<file path="src/gtsr_defines.vh">
// Purpose: constants for the gated timer with start and run flag
// Assumes: byte-addressed register port
// Notes:   register addresses are byte offsets
`ifndef GTSR_DEFINES_VH
`define GTSR_DEFINES_VH

`define GTSR_ADDR_W          8
`define GTSR_DATA_W          32
`define GTSR_CNT_W           16

// register offsets
`define GTSR_OFS_CLKGATE     8'h00
`define GTSR_OFS_CMD         8'h04
`define GTSR_OFS_STATUS      8'h08
`define GTSR_OFS_COUNT       8'h0C

// field positions
`define GTSR_CLKGATE_T0_BIT  0
`define GTSR_CMD_START_BIT   0
`define GTSR_CMD_STOP_BIT    1
`define GTSR_STATUS_RUN_BIT  0
`define GTSR_STATUS_CLK_BIT  1

// reset values
`define GTSR_CLKGATE_RST     32'h0000_0000
`define GTSR_COUNT_RST       16'h0000

`endif

</file>
<file path="src/gtsr_timer.v">
// Purpose: timer unit zero with clock gate, start command, run flag and counter
// Assumes: one clock clk at 125 MHz, sys_rst asynchronous active high
// Notes:   gate enable is a clock-enable term, no gated clock net
//
// Operation
// after reset every peripheral clock gate is off so the timer gets no clock.
// the timer is clocked only while its bit in the clock gate register is set.
// writing one to the start bit of the command register starts counting and is not stored.
// the run flag reads zero until the timer is started.
// after the start command the run flag reads one.
// while running the counter increases and software can read it.
// a software write to the counter replaces its value and counting goes on from there.
// the counter adds one per enabled timer clock cycle and holds while gated off.
`timescale 1ns/10ps
`default_nettype none
`include "gtsr_defines.vh"

module gtsr_timer #(
    parameter CNT_W = `GTSR_CNT_W
) (
    // clock and reset
    input  wire                        clk,
    input  wire                        sys_rst,
    // register port
    input  wire [`GTSR_ADDR_W-1:0]     reg_addr,
    input  wire [`GTSR_DATA_W-1:0]     reg_wdata,
    input  wire                        reg_wr,
    input  wire                        reg_rd,
    output reg  [`GTSR_DATA_W-1:0]     reg_rdata,
    // state
    output reg                         timer_running,
    output reg                         timer_clk_on
);

    // run state codes
    localparam ST_IDLE = 1'b0;
    localparam ST_RUN  = 1'b1;

    // register state
    reg  [`GTSR_DATA_W-1:0] clkgate_q;
    reg  [`GTSR_DATA_W-1:0] clkgate_d;
    reg                     state_q;
    reg                     state_d;
    reg  [CNT_W-1:0]        count_value_q;
    reg  [CNT_W-1:0]        count_value_d;

    // read path
    reg  [`GTSR_DATA_W-1:0] status_word;
    reg  [`GTSR_DATA_W-1:0] rdata_d;
    reg  [`GTSR_DATA_W-1:0] rdata_out_d;

    // decode
    wire                    sel_clkgate;
    wire                    sel_cmd;
    wire                    sel_status;
    wire                    sel_count;
    wire                    gate_on;
    wire                    run_on;
    wire                    wr_clkgate;
    wire                    wr_cmd;
    wire                    start_cmd;
    wire                    stop_cmd;
    wire                    wr_cnt;
    wire                    cnt_step;

    // address match
    function hit;
        input [`GTSR_ADDR_W-1:0] addr;
        input [`GTSR_ADDR_W-1:0] ofs;
        begin
            hit = (addr == ofs);
        end
    endfunction

    // counter plus one, wraps at all ones
    function [CNT_W-1:0] inc;
        input [CNT_W-1:0] val;
        begin
            inc = val + {{(CNT_W-1){1'b0}}, 1'b1};
        end
    endfunction

    // count into a data word, upper bits zero
    function [`GTSR_DATA_W-1:0] widen;
        input [CNT_W-1:0] val;
        begin
            widen            = {`GTSR_DATA_W{1'b0}};
            widen[CNT_W-1:0] = val;
        end
    endfunction

    // address decode
    assign sel_clkgate = hit(reg_addr, `GTSR_OFS_CLKGATE);
    assign sel_cmd     = hit(reg_addr, `GTSR_OFS_CMD);
    assign sel_status  = hit(reg_addr, `GTSR_OFS_STATUS);
    assign sel_count   = hit(reg_addr, `GTSR_OFS_COUNT);

    // strobes, command and count writes ignored while the timer clock is off
    assign wr_clkgate  = reg_wr && sel_clkgate;
    assign wr_cmd      = reg_wr && sel_cmd && gate_on;
    assign start_cmd   = wr_cmd && reg_wdata[`GTSR_CMD_START_BIT];
    assign stop_cmd    = wr_cmd && reg_wdata[`GTSR_CMD_STOP_BIT];
    assign wr_cnt      = reg_wr && sel_count && gate_on;

    // gate and run state
    assign gate_on     = clkgate_q[`GTSR_CLKGATE_T0_BIT];
    assign run_on      = (state_q == ST_RUN);
    assign cnt_step    = run_on && gate_on;

    // clock gate register, all bits kept
    always @* begin
        clkgate_d = clkgate_q;
        if (wr_clkgate) begin
            clkgate_d = reg_wdata;
        end
    end

    always @(posedge clk or posedge sys_rst) begin
        if (sys_rst) begin
            clkgate_q <= `GTSR_CLKGATE_RST;
        end else begin
            clkgate_q <= clkgate_d;
        end
    end

    // run state, start is a trigger only and wins over stop
    always @* begin
        case (state_q)
            ST_IDLE: begin
                if (start_cmd) begin
                    state_d = ST_RUN;
                end else begin
                    state_d = ST_IDLE;
                end
            end
            ST_RUN: begin
                if (stop_cmd && !start_cmd) begin
                    state_d = ST_IDLE;
                end else begin
                    state_d = ST_RUN;
                end
            end
            default: begin
                state_d = ST_IDLE;
            end
        endcase
    end

    always @(posedge clk or posedge sys_rst) begin
        if (sys_rst) begin
            state_q <= ST_IDLE;
        end else begin
            state_q <= state_d;
        end
    end

    // counter next value, write wins over step
    always @* begin
        count_value_d = count_value_q;
        if (wr_cnt) begin
            count_value_d = reg_wdata[CNT_W-1:0];
        end else if (cnt_step) begin
            count_value_d = inc(count_value_q);
        end
    end

    always @(posedge clk or posedge sys_rst) begin
        if (sys_rst) begin
            count_value_q <= `GTSR_COUNT_RST;
        end else begin
            count_value_q <= count_value_d;
        end
    end

    // status word
    always @* begin
        status_word                       = {`GTSR_DATA_W{1'b0}};
        status_word[`GTSR_STATUS_RUN_BIT] = run_on;
        status_word[`GTSR_STATUS_CLK_BIT] = gate_on;
    end

    // read mux, gated-off timer reads zero
    always @* begin
        rdata_d = {`GTSR_DATA_W{1'b0}};
        if (sel_clkgate) begin
            rdata_d = clkgate_q;
        end else if (sel_status && gate_on) begin
            rdata_d = status_word;
        end else if (sel_count && gate_on) begin
            rdata_d = widen(count_value_q);
        end
    end

    // read data stands one cycle only
    always @* begin
        rdata_out_d = {`GTSR_DATA_W{1'b0}};
        if (reg_rd) begin
            rdata_out_d = rdata_d;
        end
    end

    // output flops
    always @(posedge clk or posedge sys_rst) begin
        if (sys_rst) begin
            reg_rdata <= {`GTSR_DATA_W{1'b0}};
        end else begin
            reg_rdata <= rdata_out_d;
        end
    end

    always @(posedge clk or posedge sys_rst) begin
        if (sys_rst) begin
            timer_running <= 1'b0;
        end else begin
            timer_running <= run_on;
        end
    end

    always @(posedge clk or posedge sys_rst) begin
        if (sys_rst) begin
            timer_clk_on <= 1'b0;
        end else begin
            timer_clk_on <= gate_on;
        end
    end

endmodule
`default_nettype wire

</file>
<file path="config.mk">
export PLATFORM = sky130hd
export DESIGN_NAME = gtsr_timer
export DESIGN_NICKNAME = d
export VERILOG_FILES = /design/src/gtsr_timer.v
export VERILOG_INCLUDE_DIRS = /design/src /design/src/src
export SDC_FILE = /design/constraint.sdc
export NUM_CORES = 1
export LEC_CHECK = 0
export ABC_AREA = 0
export BUFFER_PORTS_ARGS = -buffer_cell sky130_fd_sc_hd__buf_2
export CAP_MARGIN = 20
export CELL_PAD_IN_SITES_DETAIL_PLACEMENT = 0
export CELL_PAD_IN_SITES_GLOBAL_PLACEMENT = 1
export CORE_MARGIN = 3
export CORE_UTILIZATION = 41
export CTS_BUF_LIST = sky130_fd_sc_hd__clkbuf_4 sky130_fd_sc_hd__clkbuf_8
export DETAILED_ROUTE_END_ITERATION = 10
export HOLD_SLACK_MARGIN = 0.1
export MAX_ROUTING_LAYER = met4
export PLACE_DENSITY_LB_ADDON = 0.1
export REMOVE_ABC_BUFFERS = 1
export SYNTH_ARGS = -nofsm -noshare
export SYNTH_HDL_FRONTEND = slang
export SYNTH_SLANG_ARGS = --single-unit
</file>
<file path="constraint.sdc">
create_clock -name clk -period 3.58 [get_ports clk]
set_input_delay 0.358 -clock clk [delete_from_list [all_inputs] [get_ports clk]]
set_output_delay 0.358 -clock clk [all_outputs]
set_load 0.01 [all_outputs]
</file>
Yosys cells after proc, flatten, opt, wreduce, memory -nomap -nowiden
Cells that the tools add are included.
Operators by class
  add/subtract/negate cells: 1
  equal/unequal tests: 3
  mux-type cells: 9
  bitwise operators: 1
  reductions and logical operators: 14
Operator list (count)
  2-to-1 mux 16 bit: 4
  2-to-1 mux 32 bit: 2
  adder 16 x 1 -> 16 bit (second input constant): 1
  equality test 8 x 4 -> 1 bit (second input constant): 2
  logical AND 1 bit: 11
  equality test 8 x 3 -> 1 bit (second input constant): 1
  zero test 8 bit: 1
  2-to-1 mux 1 bit: 2
  one-hot mux 1 bit (2 select lines): 1
  nonzero test 2 bit: 1
  zero test 1 bit: 1
  NOT 1 bit: 1
Storage, ports and cells
  input port bits: 44
  bits in registers: 83

Longest topological paths before layout
  depth after elaboration: 8
  depth in mapped cells: 6

Worst setup path before layout
OpenSTA, ideal clock, no wires.
  kind: input-to-reg
  from: input reg_addr[5]
  to: register clkgate_q[0]
  required time: 3.455 ns
  buffers on the path: 1
  slack: 1.800 ns
  stages: 5
  data arrival time: 1.656 ns
  cell sequence: or4_4 nor3_4 nand3_4 buf_6 mux2_2
Between the ends
  word-level cells in the longest chain between the ends: 2
RTL lines
  start, declared: RTL line gtsr_timer.v:25  | input wire [`GTSR_ADDR_W-1:0] reg_addr,
  zero test 8 bit: RTL line gtsr_timer.v:71  | hit = (addr == ofs);
  logical AND 1 bit: RTL line gtsr_timer.v:99  | assign wr_clkgate = reg_wr && sel_clkgate;
  end signal, assigned: RTL line gtsr_timer.v:120  | clkgate_q <= `GTSR_CLKGATE_RST;
  end signal, assigned: RTL line gtsr_timer.v:122  | clkgate_q <= clkgate_d;
  end, declared: RTL line gtsr_timer.v:40  | reg [`GTSR_DATA_W-1:0] clkgate_q;
No other way between the ends.
A chain may end at the register's enable or synchronous reset.

Worst setup path in the final report
  from: input reg_addr[5]
  to: register reg_rdata[4]
Between the ends
  word-level cells in the longest chain between the ends: 6
  elaborated cells on any way between the ends: 9
  classes of those cells: 2 x eq/ne; 4 x mux; 3 x reduce/logical
RTL lines
  equality test 8 x 4 -> 1 bit: RTL line gtsr_timer.v:71
  logical AND 1 bit: RTL line gtsr_timer.v:189  | end else if (sel_count && gate_on) begin
  2-to-1 mux 16 bit: RTL line gtsr_timer.v:189
  2-to-1 mux 16 bit: RTL line gtsr_timer.v:187  | end else if (sel_status && gate_on) begin
  2-to-1 mux 32 bit *: RTL line gtsr_timer.v:185  | if (sel_clkgate) begin
  2-to-1 mux 32 bit *: RTL line gtsr_timer.v:197  | if (reg_rd) begin
  net rdata_out_d[4]: RTL line gtsr_timer.v:50  | reg [`GTSR_DATA_W-1:0] rdata_out_d;
  end signal, assigned: RTL line gtsr_timer.v:205  | reg_rdata <= {`GTSR_DATA_W{1'b0}};
  end signal, assigned: RTL line gtsr_timer.v:207  | reg_rdata <= rdata_out_d;
  end, declared: RTL line gtsr_timer.v:29  | output reg [`GTSR_DATA_W-1:0] reg_rdata,
The timed path passes the listed nets; every way through them passes the cells marked *.

==> results.json <==
{
  "status": "finished, final reports clean",
  "criticalPathCategory": "in2reg",
  "relSlewSlack_pct": 56.32,
  "maxCapViolations": 0,
  "regArea_um2": 2077,
  "cts_sinks": 83,
  "grt_setup_unrepaired": "false",
  "grtUsageTotal_pct": 15.57,
  "die-area_um2": 9241,
  "syn-instance-count": 255,
  "clock_latency_ns": 0.35,
  "antenna_cells": 0,
  "crit_path_start_kind": "input port",
  "synth-edff-count": 0,
  "synth_warnings": 0,
  "fin_setup_tns_ns": 0,
  "multi_input_area_um2": 1166,
  "synth.area.top_cells": "dfrtp_1, mux2_2, a22o_1",
  "drive_gt1_share_pct": 39.71,
  "die_y_um": 96.13,
  "synth_flop_cell": "dfrtp_1",
  "ys_types": 30,
  "layout.nets": 380,
  "syn-cell-area_um2": 3331,
  "yosysMostFrequentCell": "dfrtp_1",
  "powerDensity_nw_per_um2": 518.7,
  "routed_wl_um": 6301,
  "firstDrtPassIters": 4,
  "synth_top_cell_by_area": "dfrtp_1",
  "postRouteAntennaNets": 0,
  "numCtsBuffers": 9,
  "min_path_type": "in2reg",
  "skew_ns": 0.006424,
  "crit_arrival_ns": 2.26,
  "synth_commonest_cells": "dfrtp_1, mux2_2, nor2_1",
  "num_vias": 2161,
  "wl_per_cell_um": 14.26,
  "fin_crit_ns": 1.975,
  "port_buffers": 77,
  "drtIter0Drc": 60,
  "initial_core_util_pct": 42.66,
  "avgSynthCellArea_um2": 13.06,
  "finalCritPeriodShare_pct": 55.16,
  "cts_tree": "built",
  "endpoint_kind": "flop",
  "die_w_um": 96.13,
  "yosys.area.top_type_share_pct": 62.36,
  "cts_resized": 0,
  "ios": 78,
  "final_area_um2": 4029,
  "vias_per_cell": 4.889,
  "overflow": 0,
  "hold_violations": 0,
  "cts_hold_buf": 1,
  "async_flop_share_pct": 100.0,
  "tightest_slew_ns": 0.6545,
  "cts_buffer_depth": 2,
  "grt_max_degree": 36,
  "hpwlAfterDp_um": 4318,
  "setup_viol": 0,
  "coreArea_um2": 7807,
  "fill_cells": 760,
  "antenna_found_initial": 0,
  "cts_setup_buffers": 0,
  "ys_seq_area_share_pct": 62.36,
  "ir_drop_mv": 0.2561,
  "cts_root_buf": "clkbuf_8",
  "rows": 32,
  "area_growth_pct": 20.96,
  "grt_pass1_wl_um": 10430,
  "clk_pin_slew_worst_paths_ns": 0.08,
  "drc": 0,
  "grt_pass1_vias": 2211,
  "gp_congestion": 0.7224,
  "slew_viol_final": 0,
  "htreeDepth": 3,
  "cp_max_fo": 22,
  "leakage_nw": 2.071,
  "postPlaceCellArea_um2": 3799,
  "required_ns": 3.87,
  "synth-seq-cells": 83,
  "clock.fmax_mhz": 506.4
}
-- state kept, by name (all words and copies together) (netlist names) --
| register | flops |
|---|---|
| clkgate_q | 32 |
| reg_rdata | 32 |
| count_value_q | 16 |
| run_on | 1 |
| timer_clk_on | 1 |
| timer_running | 1 |
-- worst max-delay path: stages --
cell     delay (ns)
buf_2          0.10
or4_4          0.53
nor3_4         0.24
nand2_1        0.15
nor3_4         0.38
buf_4          0.32
a22o_1         0.18
-- stage by stage --
stage / total power [mW] / setup WS (ns) / hold slack (ns) / cells / utilization, %
finish: 2.090 / 1.605 / 0.2348 / 442 / 51.60
global route: 2.210 / 1.424 / 0.2163 / 442 / 51.60
CTS: 2.121 / 1.576 / 0.2215 / 442 / 51.60
detailed placement: 1.379 / 1.203 / 0.3589 / 425 / 48.65
global placement: 1.369 / 1.262 / 0.3572 / 425 / 48.65
floorplan: 1.289 / 1.085 / 0.4258 / 242 / -
-- per-layer routing --
metal	track usage, %	share of wire [%]	vias up
li1	-	-	1045
met1	19.35	44	1058
met2	23.81	48	47
met3	4.378	5.7	11
met4	6.754	1.8	0
met5	-	0	-
-- layout by cell type (no fill, tap or decap), drive strengths merged --
cell type	instances
dfrtp	83
buf	81
mux2	32
nor2	24
a21oi	17
and2	16
a22o	14
xor2	10
clkbuf	10
nand2	7
nand3	7
xnor2	5
nand4	5
and4	4
and3	3
mux2i	3
nor3	3
inv	3
a31oi	2
clkinv	2
clkinvlp	2
bufinv	2
or4	1
nor2b	1
o21ai	1
ha	1
dlygate4sd3	1
-- logic make-up (layout without fill, tap and decap cells) --
kind of cell             Yosys count  in the layout  synth area share (%)
AO/OA/AOI/OAI                     34             34                 6.762
XOR/XNOR                          15             15                 3.944
adder cells (fa/ha/maj)            1              1                0.3756
buffers and inverters             16            101                 2.817
flip-flops                        83             83                 62.36
multiplexers                      35             35                 11.72
AND/OR/NAND/NOR                   71             71                 12.02
-- path summary, 6_finish.rpt --
check | startpoint | slack (ns) | end | cells after the start
min in group asynchronous | sys_rst | 0.53 | clkgate_q[31] | 3
hold reg to reg | clkgate_q[19] | 0.47 | reg_rdata[19] | 1
setup / recovery | reg_addr[5] | 1.61 | reg_rdata[4] | 7
max in group asynchronous | sys_rst | 2.27 | count_value_q[8] | 4
setup reg to reg | clkgate_q[0] | 1.81 | count_value_q[12] | 5
hold / removal | reg_wdata[20] | 0.23 | clkgate_q[20] | 2
-- layout make-up --
type	count	area share (%)
inverter	3	0.3106
timing repair buffer	82	10.56
multi-input combinational	156	28.94
clock buffer	10	3.261
sequential	83	51.55
tap	102	3.168
clock inverter	6	2.205
-- power by group --
group	total [mW]	internal, mW	switching [mW]
Combinational	0.233	0.122	0.111
Clock	0.732	0.402	0.331
Sequential	1.12	1.03	0.0994
No activity file was read; power rests on OpenSTA's default activity.
